[src/design/sgd_pkg.sv]
// constants shared by the segment driver data path and its helpers
// assumes one system clock; all pins are sampled as synchronous inputs
package sgd_pkg;

   // ----------
   // geometry
   // ----------
   localparam int SGD_NUM_SEG   = 120;
   localparam int SGD_PAR_WIDTH = 4;

   // ----------
   // output level codes, two bits per segment
   // ----------
   localparam logic [1:0] SGD_LVL_GND    = 2'h0;
   localparam logic [1:0] SGD_LVL_THIRD  = 2'h1;
   localparam logic [1:0] SGD_LVL_SECOND = 2'h2;
   localparam logic [1:0] SGD_LVL_TOP    = 2'h3;

   // ----------
   // register map, byte addresses
   // ----------
   localparam logic [7:0] SGD_OFS_CTRL   = 8'h00;
   localparam logic [7:0] SGD_OFS_STATUS = 8'h04;
   localparam logic [7:0] SGD_OFS_LATCH0 = 8'h08;
   localparam logic [7:0] SGD_OFS_LATCH1 = 8'h0C;
   localparam logic [7:0] SGD_OFS_LATCH2 = 8'h10;
   localparam logic [7:0] SGD_OFS_LATCH3 = 8'h14;

   // ----------
   // field positions and reset values
   // ----------
   localparam int SGD_CTRL_BLANK_BIT  = 0;
   localparam int SGD_STAT_SEL_BIT    = 0;
   localparam int SGD_STAT_ARMED_BIT  = 1;
   localparam int SGD_STAT_EO_BIT     = 2;
   localparam int SGD_STAT_DIR_BIT    = 3;
   localparam int SGD_STAT_WIDTH_BIT  = 4;
   localparam int SGD_STAT_CNT_LSB    = 8;
   localparam logic SGD_CTRL_BLANK_RST = 1'h0;

   // ----------
   // bus answers
   // ----------
   localparam logic [1:0] SGD_RESP_OKAY   = 2'h0;
   localparam logic [1:0] SGD_RESP_SLVERR = 2'h2;

endpackage

[src/design/sgd_fall_detect.sv]
// falling edge detector for a pin sampled on the system clock
// assumes the pin is already synchronous to mclk_in
module sgd_fall_detect
   import sgd_pkg::*;
(
   input  wire logic mclk_in,
   input  wire logic resetn_in,
   input  wire logic level_in,
   output logic      fall_out
);

   typedef struct packed {
      logic prev;
   } sgd_fd_state_t;

   sgd_fd_state_t st_ff;
   sgd_fd_state_t nxt_st;

   always_comb begin
      nxt_st      = st_ff;
      nxt_st.prev = level_in;
   end

   // reset to low so a pin held low at release gives no false edge
   always_ff @(posedge mclk_in) begin
      if (!resetn_in) begin
         st_ff <= '0;
      end else begin
         st_ff <= nxt_st;
      end
   end

   assign fall_out = st_ff.prev & ~level_in;

endmodule

[src/design/sgd_axil_slave.sv]
// axi4-lite slave front end: handshakes, one write and one read at a time
// assumes the owner decodes addresses and supplies read data combinationally
module sgd_axil_slave
   import sgd_pkg::*;
#(
   parameter int ADDR_W = 8
)(
   input  wire logic              mclk_in,
   input  wire logic              resetn_in,
   input  wire logic [ADDR_W-1:0] s_axi_awaddr,
   input  wire logic              s_axi_awvalid,
   output logic                   s_axi_awready,
   input  wire logic [31:0]       s_axi_wdata,
   input  wire logic [3:0]        s_axi_wstrb,
   input  wire logic              s_axi_wvalid,
   output logic                   s_axi_wready,
   output logic [1:0]             s_axi_bresp,
   output logic                   s_axi_bvalid,
   input  wire logic              s_axi_bready,
   input  wire logic [ADDR_W-1:0] s_axi_araddr,
   input  wire logic              s_axi_arvalid,
   output logic                   s_axi_arready,
   output logic [31:0]            s_axi_rdata,
   output logic [1:0]             s_axi_rresp,
   output logic                   s_axi_rvalid,
   input  wire logic              s_axi_rready,
   output logic                   wr_en_out,
   output logic [ADDR_W-1:0]      wr_addr_out,
   output logic [31:0]            wr_data_out,
   output logic [3:0]             wr_strb_out,
   input  wire logic              wr_err_in,
   output logic [ADDR_W-1:0]      rd_addr_out,
   input  wire logic [31:0]       rd_data_in,
   input  wire logic              rd_err_in
);

   typedef struct packed {
      logic              aw_full;
      logic [ADDR_W-1:0] aw_addr;
      logic              w_full;
      logic [31:0]       w_data;
      logic [3:0]        w_strb;
      logic              bvalid;
      logic [1:0]        bresp;
      logic              rvalid;
      logic [31:0]       rdata;
      logic [1:0]        rresp;
   } sgd_ax_state_t;

   sgd_ax_state_t st_ff;
   sgd_ax_state_t nxt_st;
   logic          do_write;

   // ----------
   // handshakes
   // ----------
   assign s_axi_awready = ~st_ff.aw_full & ~st_ff.bvalid;
   assign s_axi_wready  = ~st_ff.w_full & ~st_ff.bvalid;
   assign s_axi_arready = ~st_ff.rvalid;
   assign do_write      = st_ff.aw_full & st_ff.w_full & ~st_ff.bvalid;

   assign wr_en_out   = do_write;
   assign wr_addr_out = st_ff.aw_addr;
   assign wr_data_out = st_ff.w_data;
   assign wr_strb_out = st_ff.w_strb;
   assign rd_addr_out = s_axi_araddr;

   always_comb begin
      nxt_st = st_ff;
      if (s_axi_awvalid && s_axi_awready) begin
         nxt_st.aw_full = 1'b1;
         nxt_st.aw_addr = s_axi_awaddr;
      end
      if (s_axi_wvalid && s_axi_wready) begin
         nxt_st.w_full = 1'b1;
         nxt_st.w_data = s_axi_wdata;
         nxt_st.w_strb = s_axi_wstrb;
      end
      if (do_write) begin
         nxt_st.aw_full = 1'b0;
         nxt_st.w_full  = 1'b0;
         nxt_st.bvalid  = 1'b1;
         nxt_st.bresp   = wr_err_in ? SGD_RESP_SLVERR : SGD_RESP_OKAY;
      end
      if (st_ff.bvalid && s_axi_bready) begin
         nxt_st.bvalid = 1'b0;
      end
      // read data captured at address acceptance, held until taken
      if (s_axi_arvalid && s_axi_arready) begin
         nxt_st.rvalid = 1'b1;
         nxt_st.rdata  = rd_err_in ? 32'h0000_0000 : rd_data_in;
         nxt_st.rresp  = rd_err_in ? SGD_RESP_SLVERR : SGD_RESP_OKAY;
      end else if (st_ff.rvalid && s_axi_rready) begin
         nxt_st.rvalid = 1'b0;
      end
   end

   always_ff @(posedge mclk_in) begin
      if (!resetn_in) begin
         st_ff <= '0;
      end else begin
         st_ff <= nxt_st;
      end
   end

   assign s_axi_bvalid = st_ff.bvalid;
   assign s_axi_bresp  = st_ff.bresp;
   assign s_axi_rvalid = st_ff.rvalid;
   assign s_axi_rdata  = st_ff.rdata;
   assign s_axi_rresp  = st_ff.rresp;

endmodule

[src/design/sgd_data_path.sv]
// segment driver data path: row shifter, cascade enable chain, output latches
// and per-segment level select, with an axi4-lite window for status and control
// assumes shift_clk and line_latch are slow against mclk_in and synchronous to it
//
// Operation
// direction select low fills positions 120 down to 1, high fills 1 up to 120.
// direction select low makes chain pin a the enable output and b the input, high swaps.
// the enable output rests low and is high for one shift clock after 120 bits are taken.
// after a line latch the device selects itself on a high enable input and deselects after 120 bits.
// serial width takes one bit per shift clock from the top data input only, 120 clocks a row.
// parallel width takes four bits per shift clock, so a row needs 30 clocks.
// in parallel mode inputs 3..0 map to 120..117 stepping down, or 1..4 stepping up.
// display data is sampled on the falling edge of the shift clock.
// the falling edge of line latch copies the shifted row into the output latches.
// when not blanked each output level follows phase and latched bit.
// while blank_n is low every segment output is at ground.
// the system holds blank_n low over panel supply power-up and power-down.
// cascaded drivers chain enable out to enable in, and the first is started after line latch.
// while deselected, shift clock edges are ignored and stored row data stays unchanged.
//
// Implementation choices: the placing of the registers and the AXI4-Lite register port.
module sgd_data_path
   import sgd_pkg::*;
#(
   parameter int NUM_SEG = SGD_NUM_SEG,
   parameter int ADDR_W  = 8
)(
   input  wire logic              mclk_in,
   input  wire logic              resetn_in,
   input  wire logic              shift_clk_in,
   input  wire logic              line_latch_in,
   input  wire logic [3:0]        pixel_in,
   input  wire logic              shift_dir_sel_in,
   input  wire logic              input_width_sel_in,
   input  wire logic              ac_phase_in,
   input  wire logic              blank_n_in,
   input  wire logic              chain_io_a_in,
   output logic                   chain_io_a_out,
   output logic                   chain_io_a_oe_n_out,
   input  wire logic              chain_io_b_in,
   output logic                   chain_io_b_out,
   output logic                   chain_io_b_oe_n_out,
   output logic [2*NUM_SEG-1:0]   seg_out,
   input  wire logic [ADDR_W-1:0] s_axi_awaddr,
   input  wire logic              s_axi_awvalid,
   output logic                   s_axi_awready,
   input  wire logic [31:0]       s_axi_wdata,
   input  wire logic [3:0]        s_axi_wstrb,
   input  wire logic              s_axi_wvalid,
   output logic                   s_axi_wready,
   output logic [1:0]             s_axi_bresp,
   output logic                   s_axi_bvalid,
   input  wire logic              s_axi_bready,
   input  wire logic [ADDR_W-1:0] s_axi_araddr,
   input  wire logic              s_axi_arvalid,
   output logic                   s_axi_arready,
   output logic [31:0]            s_axi_rdata,
   output logic [1:0]             s_axi_rresp,
   output logic                   s_axi_rvalid,
   input  wire logic              s_axi_rready
);

   localparam int CNT_W = $clog2(NUM_SEG + 1);

   // ----------------------------------------------------------------
   // state
   // ----------------------------------------------------------------
   typedef struct packed {
      logic [NUM_SEG-1:0]   row;
      logic [NUM_SEG-1:0]   latch;
      logic [2*NUM_SEG-1:0] seg;
      logic [CNT_W-1:0]     count;
      logic                 selected;
      logic                 armed;
      logic                 enable_out;
      logic                 soft_blank;
   } sgd_state_t;

   sgd_state_t st_ff;
   sgd_state_t nxt_st;

   logic              shift_fall;
   logic              latch_fall;
   logic              enable_in;
   logic              take;
   logic [CNT_W-1:0]  step;
   logic [CNT_W:0]    next_count;
   logic              wr_en;
   logic [ADDR_W-1:0] wr_addr;
   logic [31:0]       wr_data;
   logic [3:0]        wr_strb;
   logic              wr_err;
   logic [ADDR_W-1:0] rd_addr;
   logic [31:0]       rd_data;
   logic              rd_err;
   logic [127:0]      latch_wide;
   logic              blanked;

   // ----------------------------------------------------------------
   // edge detection of the controller strobes
   // ----------------------------------------------------------------
   sgd_fall_detect u_shift_fall (
      .mclk_in   (mclk_in),
      .resetn_in (resetn_in),
      .level_in  (shift_clk_in),
      .fall_out  (shift_fall)
   );

   sgd_fall_detect u_latch_fall (
      .mclk_in   (mclk_in),
      .resetn_in (resetn_in),
      .level_in  (line_latch_in),
      .fall_out  (latch_fall)
   );

   // ----------------------------------------------------------------
   // cascade chain pins
   // ----------------------------------------------------------------
   assign enable_in           = shift_dir_sel_in ? chain_io_a_in : chain_io_b_in;
   assign chain_io_a_out      = shift_dir_sel_in ? 1'b0 : st_ff.enable_out;
   assign chain_io_b_out      = shift_dir_sel_in ? st_ff.enable_out : 1'b0;
   assign chain_io_a_oe_n_out = shift_dir_sel_in;
   assign chain_io_b_oe_n_out = ~shift_dir_sel_in;

   // ----------------------------------------------------------------
   // row shifter and selection
   // ----------------------------------------------------------------
   // a deselected driver never touches its row, so a chain of drivers can
   // share the data pins without disturbing each other
   assign take = shift_fall & (st_ff.selected | (st_ff.armed & enable_in));
   assign step = input_width_sel_in ? CNT_W'(SGD_PAR_WIDTH) : CNT_W'(1);
   assign next_count = {1'b0, st_ff.count} + {1'b0, step};
   assign blanked = ~blank_n_in | st_ff.soft_blank;

   always_comb begin
      int base;
      int pos;
      nxt_st = st_ff;
      base   = int'(st_ff.count);
      pos    = 0;

      if (take) begin
         if (input_width_sel_in) begin
            for (int j = 0; j < SGD_PAR_WIDTH; j++) begin
               // input 3 lands first in fill order
               pos = shift_dir_sel_in ? base + j : NUM_SEG - 1 - base - j;
               if (pos >= 0 && pos < NUM_SEG) begin
                  nxt_st.row[pos] = pixel_in[SGD_PAR_WIDTH-1-j];
               end
            end
         end else begin
            pos = shift_dir_sel_in ? base : NUM_SEG - 1 - base;
            if (pos >= 0 && pos < NUM_SEG) begin
               nxt_st.row[pos] = pixel_in[3];
            end
         end
         nxt_st.selected = 1'b1;
         nxt_st.armed    = 1'b0;
         if (int'(next_count) >= NUM_SEG) begin
            nxt_st.selected   = 1'b0;
            nxt_st.count      = '0;
            nxt_st.enable_out = 1'b1;
         end else begin
            nxt_st.count      = next_count[CNT_W-1:0];
            nxt_st.enable_out = 1'b0;
         end
      end else if (shift_fall) begin
         nxt_st.enable_out = 1'b0;
      end

      // line latch ends any row in flight and rearms the selection
      if (latch_fall) begin
         nxt_st.latch      = st_ff.row;
         nxt_st.armed      = 1'b1;
         nxt_st.selected   = 1'b0;
         nxt_st.count      = '0;
         nxt_st.enable_out = 1'b0;
      end

      // ---------------------------------------------------------------
      // level select, one register stage so outputs come from flops
      // ---------------------------------------------------------------
      for (int i = 0; i < NUM_SEG; i++) begin
         if (blanked) begin
            nxt_st.seg[2*i +: 2] = SGD_LVL_GND;
         end else if (!ac_phase_in) begin
            nxt_st.seg[2*i +: 2] = st_ff.latch[i] ? SGD_LVL_TOP : SGD_LVL_SECOND;
         end else begin
            nxt_st.seg[2*i +: 2] = st_ff.latch[i] ? SGD_LVL_GND : SGD_LVL_THIRD;
         end
      end

      // ---------------------------------------------------------------
      // software control
      // ---------------------------------------------------------------
      if (wr_en && wr_addr == ADDR_W'(SGD_OFS_CTRL) && wr_strb[0]) begin
         nxt_st.soft_blank = wr_data[SGD_CTRL_BLANK_BIT];
      end
   end

   always_ff @(posedge mclk_in) begin
      if (!resetn_in) begin
         st_ff            <= '0;
         st_ff.soft_blank <= SGD_CTRL_BLANK_RST;
      end else begin
         st_ff <= nxt_st;
      end
   end

   assign seg_out = st_ff.seg;

   // ----------------------------------------------------------------
   // register access
   // ----------------------------------------------------------------
   assign latch_wide = 128'(st_ff.latch);

   always_comb begin
      rd_data = 32'h0000_0000;
      rd_err  = 1'b0;
      unique case (rd_addr)
         ADDR_W'(SGD_OFS_CTRL): begin
            rd_data[SGD_CTRL_BLANK_BIT] = st_ff.soft_blank;
         end
         ADDR_W'(SGD_OFS_STATUS): begin
            rd_data[SGD_STAT_SEL_BIT]   = st_ff.selected;
            rd_data[SGD_STAT_ARMED_BIT] = st_ff.armed;
            rd_data[SGD_STAT_EO_BIT]    = st_ff.enable_out;
            rd_data[SGD_STAT_DIR_BIT]   = shift_dir_sel_in;
            rd_data[SGD_STAT_WIDTH_BIT] = input_width_sel_in;
            rd_data[SGD_STAT_CNT_LSB +: CNT_W] = st_ff.count;
         end
         ADDR_W'(SGD_OFS_LATCH0): rd_data = latch_wide[31:0];
         ADDR_W'(SGD_OFS_LATCH1): rd_data = latch_wide[63:32];
         ADDR_W'(SGD_OFS_LATCH2): rd_data = latch_wide[95:64];
         ADDR_W'(SGD_OFS_LATCH3): rd_data = latch_wide[127:96];
         default: rd_err = 1'b1;
      endcase
   end

   // read-only words accept writes silently; only holes answer an error
   always_comb begin
      wr_err = 1'b1;
      unique case (wr_addr)
         ADDR_W'(SGD_OFS_CTRL),
         ADDR_W'(SGD_OFS_STATUS),
         ADDR_W'(SGD_OFS_LATCH0),
         ADDR_W'(SGD_OFS_LATCH1),
         ADDR_W'(SGD_OFS_LATCH2),
         ADDR_W'(SGD_OFS_LATCH3): wr_err = 1'b0;
         default: wr_err = 1'b1;
      endcase
   end

   sgd_axil_slave #(
      .ADDR_W (ADDR_W)
   ) u_axil (
      .mclk_in       (mclk_in),
      .resetn_in     (resetn_in),
      .s_axi_awaddr  (s_axi_awaddr),
      .s_axi_awvalid (s_axi_awvalid),
      .s_axi_awready (s_axi_awready),
      .s_axi_wdata   (s_axi_wdata),
      .s_axi_wstrb   (s_axi_wstrb),
      .s_axi_wvalid  (s_axi_wvalid),
      .s_axi_wready  (s_axi_wready),
      .s_axi_bresp   (s_axi_bresp),
      .s_axi_bvalid  (s_axi_bvalid),
      .s_axi_bready  (s_axi_bready),
      .s_axi_araddr  (s_axi_araddr),
      .s_axi_arvalid (s_axi_arvalid),
      .s_axi_arready (s_axi_arready),
      .s_axi_rdata   (s_axi_rdata),
      .s_axi_rresp   (s_axi_rresp),
      .s_axi_rvalid  (s_axi_rvalid),
      .s_axi_rready  (s_axi_rready),
      .wr_en_out     (wr_en),
      .wr_addr_out   (wr_addr),
      .wr_data_out   (wr_data),
      .wr_strb_out   (wr_strb),
      .wr_err_in     (wr_err),
      .rd_addr_out   (rd_addr),
      .rd_data_in    (rd_data),
      .rd_err_in     (rd_err)
   );

endmodule

[config.mk]
export PLATFORM = sky130hd
export DESIGN_NAME = sgd_data_path
export DESIGN_NICKNAME = d
export VERILOG_FILES = /design/src/design/sgd_pkg.sv /design/src/design/sgd_fall_detect.sv /design/src/design/sgd_axil_slave.sv /design/src/design/sgd_data_path.sv
export SDC_FILE = /design/constraint.sdc
export NUM_CORES = 1
export LEC_CHECK = 0
export ABC_AREA = 1
export BUFFER_PORTS_ARGS = -buffer_cell sky130_fd_sc_hd__buf_2
export CAP_MARGIN = 20
export CORE_MARGIN = 2
export CORE_UTILIZATION = 42
export CTS_CLUSTER_SIZE = 12
export DETAILED_ROUTE_END_ITERATION = 12
export PLACE_DENSITY_LB_ADDON = 0.08
export SLEW_MARGIN = 20
export SYNTH_ARGS = -nofsm -noshare
export SYNTH_HDL_FRONTEND = slang
export SYNTH_HIERARCHICAL = 1
export SYNTH_SLANG_ARGS = --single-unit
[constraint.sdc]
create_clock -name mclk_in -period 4.2 [get_ports mclk_in]
set_input_delay 0.84 -clock mclk_in [delete_from_list [all_inputs] [get_ports mclk_in]]
set_output_delay 0.84 -clock mclk_in [all_outputs]
set_load 0.05 [all_outputs]
Word-level counts from Yosys, hierarchy flattened
Index checks and enable logic that the tools add are counted.
- bits in registers: 543
- input port bits: 71
- output and inout port bits: 285
- logic and storage cells: 508
- add/subtract/negate cells: 8
- magnitude comparators: 17
- equality and inequality tests: 10
- multiplexer cells: 408
- bitwise operators: 19
- reductions and logical operators: 26
- operators with widths (cell ; count):
    2-to-1 mux 120 bit ; 11
    bitwise mux 120 bit ; 4
    greater-or-equal comparator 32 x 1 -> 1 bit, second input constant ; 8
    2-to-1 mux 1 bit ; 254
    2-to-1 mux 2 bit ; 123
    2-to-1 mux 32 bit ; 5
    < comparator 32 x 8 -> 1 bit, second input constant ; 4
    < comparator 32 x 9 -> 1 bit, second input constant ; 4
    one-hot mux 17 bit (4 select lines) ; 1
    subtractor 32 x 3 -> 32 bit, second input constant ; 2
    one-hot mux 7 bit (5 select lines) ; 1
    == test 8 x 4 -> 1 bit, second input constant ; 4
    == test 8 x 5 -> 1 bit, second input constant ; 4
    subtractor 32 x 2 -> 32 bit, second input constant ; 1
    demux 1 bit (select 7 bit) ; 4
    one-hot mux 4 bit (5 select lines) ; 1
    adder 7 x 2 -> 8 bit, second input constant ; 2
    == test 8 x 3 -> 1 bit, second input constant ; 2
    zero test 8 bit ; 2
    logical AND 1 bit ; 15
    one-hot mux 3 bit (4 select lines) ; 1
    OR reduction 6 bit ; 2
    inverter 1 bit ; 9
    adder 7 x 1 -> 8 bit, second input constant ; 1
    other kinds (10) ; 23

Depth between registers and ports, before layout
Gate-level depths: netlist (run 1).
- depth in word-level cells: 21
- depth in mapped cells: 25
- gate-level depth less buffers: 23

By module
Netlist (run 1), hierarchy kept.
- modules (own cells, without submodules) (module ; instances ; cells each ; area an instance (um^2)):
    sgd_data_path ; 1 ; 4575 ; 27642.8
    sgd_axil_slave ; 1 ; 646 ; 4267.8
    sgd_fall_detect ; 2 ; 5 ; 35.0

Worst setup path before layout (run 1)
Ideal clock, no wire load.
- path kind: flip-flop to output port
- start: reg, netlist name seg_out[237]
- end: out seg_out[101]
- arrival: 2689 ps
- path slack: 671 ps
- cell stages (with the launch flop): 2
- cell sequence: dfxtp_1 buf_4
- RTL lines (what ; RTL line ; text):
    end, declared ; sgd_data_path.sv:43 ; output logic [2*NUM_SEG-1:0] seg_out,

Final worst setup path (run 1)
- start: reg st_ff[7] (netlist bit)
- end: reg st_ff[424] (netlist bit)
- cells in the longest elaborated chain, start to end: 21
- elaborated cells between the ends (all ways): 58
- classes of those cells: add/sub: 7; order compare: 16; mux: 27; reduce/logical: 8
- ends and longest elaborated chain (what ; RTL line ; text):
    start, declared ; sgd_data_path.sv:79 ; sgd_state_t st_ff;
    start signal, assigned ; sgd_data_path.sv:206 ; st_ff <= nxt_st;
    branches (longest 20 deep; another with subtractor 32 x 2 -> 32 bit) ; - ;
    2-to-1 mux 120 bit (*) ; sgd_data_path.sv:143 ; if (input_width_sel_in) begin
Every way passes the cells marked *. The select of a mux whose other input is x is not followed.
A chain may end at the register's enable or synchronous reset.

==> run_results.csv, run 1 <==
group,metric,value,unit
status,status,"finished, final reports clean",
global_routing,grt_pass1_wl,185,mm
critical_path,worstReg2RegStart,"st_ff[7]",
critical_path,crit_chain,"inv_1, ha_1, inv_1, nand3_1, nor2_2, nand2_1, ha_1, nor3_1, nand2_1, nor3_1, nand3_1, nand2_1, nand2_1, inv_4, nand3_2, nor2_1, a21oi_1, nand2_1, a21oi_1",
timing,slew_violations,0,
die,die_x,272,um
critical_path,cp_max_fo,10,
clock_network,cts_resized,0,
logic_synthesis,yosysWarnings,6,
global_routing,grt_usage,33.0,%
timing,relSlewSlack,22.3,%
routing,ant_nets,0,
critical_path,endpoint_kind,"register",
routing,via_per_inst,5.44,
clock_network,hold_buffers,0,
global_routing,grt-ovfl-total,0,
critical_path,startpoint,"st_ff[7]",
routing,routedWlPerCell,21.7,um
cells_and_area,n_fill_cell,7751,
clock_network,clkLatencyLatePin,620,ps
timing,fmax,0.258,GHz
timing,setup_violations,0,
die,fp.dieArea,74200,um2
die,row_count,98,
cells_and_area,final_cell_mix,"nand2_1 (1130), nor2_1 (718), o21ai_0 (483)",
critical_path,critPathArrivalTime,4360,ps
job,maxCapViolations,0,
clock_network,post-cts-setup-buffers,0,
global_routing,antenna_found_initial,1,
power_and_ir_drop,ir_drop,0.291,mV
critical_path,crit_path_end,"st_ff[424]",
timing,max_slew.worst_pin.slew,1170,ps
routing,totalWireLength,128,mm
min_path,hp-class,"input pin to register",
routing,vias,31900,
critical_path,cp.buffers_inverters,3,
cells_and_area,fin_nets,4992,
timing,hold_viol,0,
critical_path,r2r_cells,19,
critical_path,max_stage_delay,460,ps
clock_network,cts-root-buf,"clkbuf_16",
timing,rsz0062_at_grt,"false",
routing,drc,0,
global_routing,grt_start_max_net_pins,171,
timing,tns,0,ps
logic_synthesis,postSynthAreaPerCell,6.07,um2
placement,dpl.hpwl,88.3,mm
cells_and_area,drive_gt1_share,13.1,%
clock_network,clock_path_buffers,3,
cells_and_area,antenna_cells,0,
critical_path,path_depth,19,
routing,drt-pass1-iter-count,8,
global_routing,grt_pass1_vias,27800,
critical_path,crit_top_cell,"nand2_1",
die,coreArea,71500,um2
power_and_ir_drop,power_density,330,nW/um2
timing,fin_skew,20.6,ps
logic_synthesis,syn_area,30300,um2
die,dieHeight,272,um
critical_path,cp_data_required_time,4690,ps
critical_path,cpMaxStageDelayCell,"nand3_2",
clock_network,clk_pin_slew,60,ps
routing,drt_iter0_markers,3779,
die,start_util,42.3,%
critical_path,start_kind,"register",
clock_network,cts_sinks,422,
power_and_ir_drop,power,0.0108,W
critical_path,worst-r2r-setup-slack,330,ps
cells_and_area,final_common_cell,"nand2_1",
clock_network,cts_tree,"built",
critical_path,crit_family,"simple AND/OR/NAND/NOR gates",
critical_path,criticalPathCategory,"register to register",
critical_path,r2r-end,"st_ff[424]",
cells_and_area,syn2layout_area_growth,7.72,%
clock_network,cts_made_buffers,51,
timing,min_period_over_period,92.1,%
placement,io_buffers,319,
power_and_ir_drop,p_leak,15.4,nW
clock_network,htreeDepth,2,
timing,finalCriticalPeriod,3870,ps
placement,gp_congestion,0.972,
logic_synthesis,netlist_instances,4984,
die,ios,356,
==> worst reg2reg max path, delay by kind of cell, from the launching register on <==
family	cells	cell delay [ps]
and+or+nand+nor	12	2170
AOI/OAI and AO/OA	2	160
buffers and inverters	3	450
DFF	1	350
adders and majority gates	2	630
==> stage by stage <==
step / std cells / worst slack [ps] / util [%] / instance area (um2) / hold WS (ps)
after floorplan: 4985 / 671 / - / 30300 / 430
after global placement: 5783 / 292 / 43.2 / 30900 / 451
after detailed placement: 5783 / 266 / 43.2 / 30900 / 457
after CTS: 5874 / 256 / 45.6 / 32600 / 440
after global routing: 5874 / 16.9 / 45.6 / 32600 / 459
final: 5874 / 331 / 45.6 / 32600 / 458
==> final cells by class <==
| type | instances | area (um2) | share of cell area [%] |
|---|---|---|---|
| clock inverters | 17 | 216 | 0.664 |
| well taps | 950 | 1190 | 3.64 |
| repair buffers | 457 | 2920 | 8.97 |
| clock buffers | 74 | 1490 | 4.58 |
| multi-input cells | 3552 | 16800 | 51.6 |
| flip-flops and latches | 422 | 8450 | 25.9 |
| inverters | 402 | 1520 | 4.65 |
==> power breakdown <==
| part | internal (W) | switching (W) | total [W] |
|---|---|---|---|
| Combinational | 0.000435 | 0.00143 | 0.00186 |
| Sequential | 0.00417 | 0.000134 | 0.00430 |
| Clock | 0.00266 | 0.00194 | 0.00460 |
| Total | 0.00726 | 0.00350 | 0.0108 |
==> per-layer routing <==
layer	share of wire [%]	global-route usage (%)
met5	0.0071	0
met4	5.5	16.4
met3	10	5.98
met2	41	48.2
met1	43	46.5
==> worst min-delay path by stage <==
stage | startpoint | endpoint | slack, ps | cells past startpoint
after floorplan | st_ff[427] | latch_wide[56] | 430 | 2
after global placement | u_axil/s_axi_rdata[31] | u_axil/s_axi_rdata[31] | 450 | 2
after detailed placement | st_ff[431] | latch_wide[60] | 460 | 2
after CTS | line_latch_in | u_latch_fall/st_ff | 440 | 3
after global routing | line_latch_in | u_latch_fall/st_ff | 460 | 3
final | line_latch_in | u_latch_fall/st_ff | 460 | 3
==> flip-flops by register name (all words and copies together) (netlist names) <==
name / flops
u_shift_fall/st_ff: 1
latch_wide: 120
u_axil/s_axi_rresp: 1
u_axil/s_axi_rdata: 32
u_axil/st_ff: 2
seg_out: 121
st_ff: 131
u_axil/s_axi_bresp: 1
u_axil/s_axi_bvalid: 1
u_axil/wr_strb_out: 1
u_axil/wr_data_out: 1
u_axil/wr_addr_out: 8
u_axil/s_axi_rvalid: 1
u_latch_fall/st_ff: 1
Note: power is estimated with default switching activity, not from simulation.
==> run 2: changes to the inputs <==
Settings changed: BUFFER_PORTS_ARGS -buffer_cell sky130_fd_sc_hd__buf_2 to -buffer_cell sky130_fd_sc_hd__buf_4.
==> run_results.csv, run 2 (same netlist as run 1, synthesis figures left out) <==
group,metric,value,unit
critical_path,crit_top_cell,"nand2_1",
status,status,"finished, final reports clean",
critical_path,critPathArrivalTime,4420,ps
routing,routedWlPerCell,21.7,um
placement,dpl.hpwl,88.8,mm
cells_and_area,largest_reg_flops,131,
global_routing,grt_pass1_vias,27900,
die,start_util,42.3,%
clock_network,clk_pin_slew,60,ps
cells_and_area,antenna_cells,0,
power_and_ir_drop,switchingPower,0.00354,W
timing,min_period_over_period,93.1,%
global_routing,grt_start_max_net_pins,171,
clock_network,cts-root-buf,"clkbuf_16",
clock_network,clkLatencyLatePin,640,ps
critical_path,cpMaxStageDelayCell,"dfxtp_1",
critical_path,max_stage_delay,390,ps
critical_path,worst-r2r-setup-slack,290,ps
power_and_ir_drop,swShare,32.1,%
global_routing,grt-ovfl-total,0,
timing,finalCriticalPeriod,3910,ps
routing,top_layer,"met5",
clock_network,cts_tree,"built",
global_routing,grt_pass1_wl,186,mm
clock_network,htreeDepth,2,
cells_and_area,fin_nets,4987,
timing,tns,0,ps
critical_path,endpoint_kind,"register",
clock_network,clock_path_buffers,3,
cells_and_area,syn2layout_area_growth,10.7,%
power_and_ir_drop,p_int,0.00750,W
routing,drc,0,
power_and_ir_drop,comb_power_share,17.6,%
routing,totalWireLength,127,mm
cells_and_area,regMostFlops,"st_ff",
timing,setup_violations,0,
critical_path,criticalPathCategory,"register to register",
timing,relSlewSlack,23.7,%
die,ios,356,
routing,wl_met2,52.5,mm
critical_path,cp_data_required_time,4710,ps
timing,fmax,0.256,GHz
routing,vias,32100,
cells_and_area,multiInputGateArea,16800,um2
timing,slew_violations,0,
cells_and_area,drive_gt1_share,13.0,%
routing,met1_length,54.3,mm
routing,ant_nets,0,
placement,gp_congestion,0.986,
critical_path,cp_max_fo,26,
global_routing,antenna_found_initial,3,
timing,fin_skew,29.2,ps
cells_and_area,final_common_cell,"nand2_1",
die,die_x,272,um
clock_network,cts_sinks,422,
power_and_ir_drop,ir_drop,0.303,mV
power_and_ir_drop,pwr-share-clk,43.3,%
timing,max_slew.worst_pin.slew,1150,ps
cells_and_area,final_cell_mix,"nand2_1 (1133), nor2_1 (718), o21ai_0 (483)",
critical_path,crit_chain,"inv_1, ha_1, inv_1, nand3_1, nor2_2, nand2_1, ha_1, nor3_1, nand2_1, nor3_1, nand3_1, nand2_1, nand2_1, inv_4, nand2_1, nor2_1, a21oi_1, a21oi_1, nor2_1",
job,maxCapViolations,0,
timing,hold_viol,0,
routing,wl_met3,14.5,mm
routing,drt-pass1-iter-count,6,
die,coreArea,71500,um2
global_routing,grt_usage,33.1,%
power_and_ir_drop,power_frac_seq,39.1,%
power_and_ir_drop,power_density,329,nW/um2
cells_and_area,n_fill_cell,7587,
critical_path,crit_family,"simple AND/OR/NAND/NOR gates",
placement,io_buffers,319,
die,dieHeight,272,um
power_and_ir_drop,p_leak,15.4,nW
min_path,hp-class,"input pin to register",
clock_network,cts_made_buffers,51,
critical_path,start_kind,"register",
die,fp.dieArea,74200,um2
routing,drt_iter0_markers,3832,
cells_and_area,fin_util,46.9,%
die,row_count,98,
cells_and_area,layout.area.seq,8450,um2
critical_path,cp.buffers_inverters,3,
power_and_ir_drop,power,0.0110,W
routing,via_per_inst,5.47,
==> run 2: cell types whose count changed in the layout (fill, tap and decap cells not counted), moves of 3 or more <==
cell and delta:
clkinvlp_4 +3, clkbuf_8 +3, buf_2 -317, nand2_1 +3, nand2_2 -3, buf_4 +311, clkinv_2 -3
==> run 2: worst paths after layout <==
kind / from / endpoint / cells after the start
setup / recovery: st_ff[7] / st_ff[403] / 19
hold / removal: line_latch_in / u_latch_fall/st_ff / 3
setup reg to reg: st_ff[7] / st_ff[403] / 19
hold reg to reg: st_ff[431] / latch_wide[60] / 2
==> run 2: worst register-to-register path: stages, from the launching register on <==
cell and delay, ps:
dfxtp_1 390, inv_1 80, ha_1 360, inv_1 160, nand3_1 160, nor2_2 190, nand2_1 70, ha_1 270
nor3_1 250, nand2_1 70, nor3_1 130, nand3_1 90, nand2_1 60, nand2_1 180, inv_4 370, nand2_1 400
nor2_1 250, a21oi_1 90, a21oi_1 170, nor2_1 50
==> run 2: what timing repair did <==
action,in CTS,in global routing
buffers inserted,0,2
resized for setup,0,7
endpoints found under the setup margin,0,105
hold buffers,0,0
==> run 2: layer usage <==
layer  track usage, %  vias up
met1             46.3    14600
met5                0        -
met3             7.42      298
li1                 -    15500
met2             48.6     1707
met4             14.4        4
==> run 2: layout make-up <==
cell class | instances | share of cell area [%]
Clock inverter | 18 | 0.874
Tap cell | 950 | 3.55
Timing Repair Buffer | 452 | 11.0
Clock buffer | 77 | 4.52
Sequential cell | 422 | 25.2
Inverter | 402 | 4.53
Multi-Input combinational cell | 3552 | 50.3
==> run 2: stage by stage <==
| stage | hold slack (ps) | instance area, um2 | std cells | setup WS (ps) |
|---|---|---|---|---|
| after floorplan | 430 | 30300 | 4985 | 671 |
| after global placement | 455 | 31600 | 5776 | 159 |
| after detailed placement | 464 | 31600 | 5776 | 117 |
| after CTS | 403 | 33500 | 5871 | 102 |
| after global routing | 430 | 33500 | 5873 | -2.82 |
| final | 424 | 33500 | 5873 | 291 |
==> run 2: power by group through the flow <==
stage	Clock (W)	Sequential (W)	Combinational (W)
floorplan	0	0.00434	0.00148
global placement	0	0.00440	0.00190
detailed placement	0	0.00440	0.00191
CTS	0.00484	0.00431	0.00191
global route	0.00501	0.00433	0.00205
finish	0.00478	0.00431	0.00194
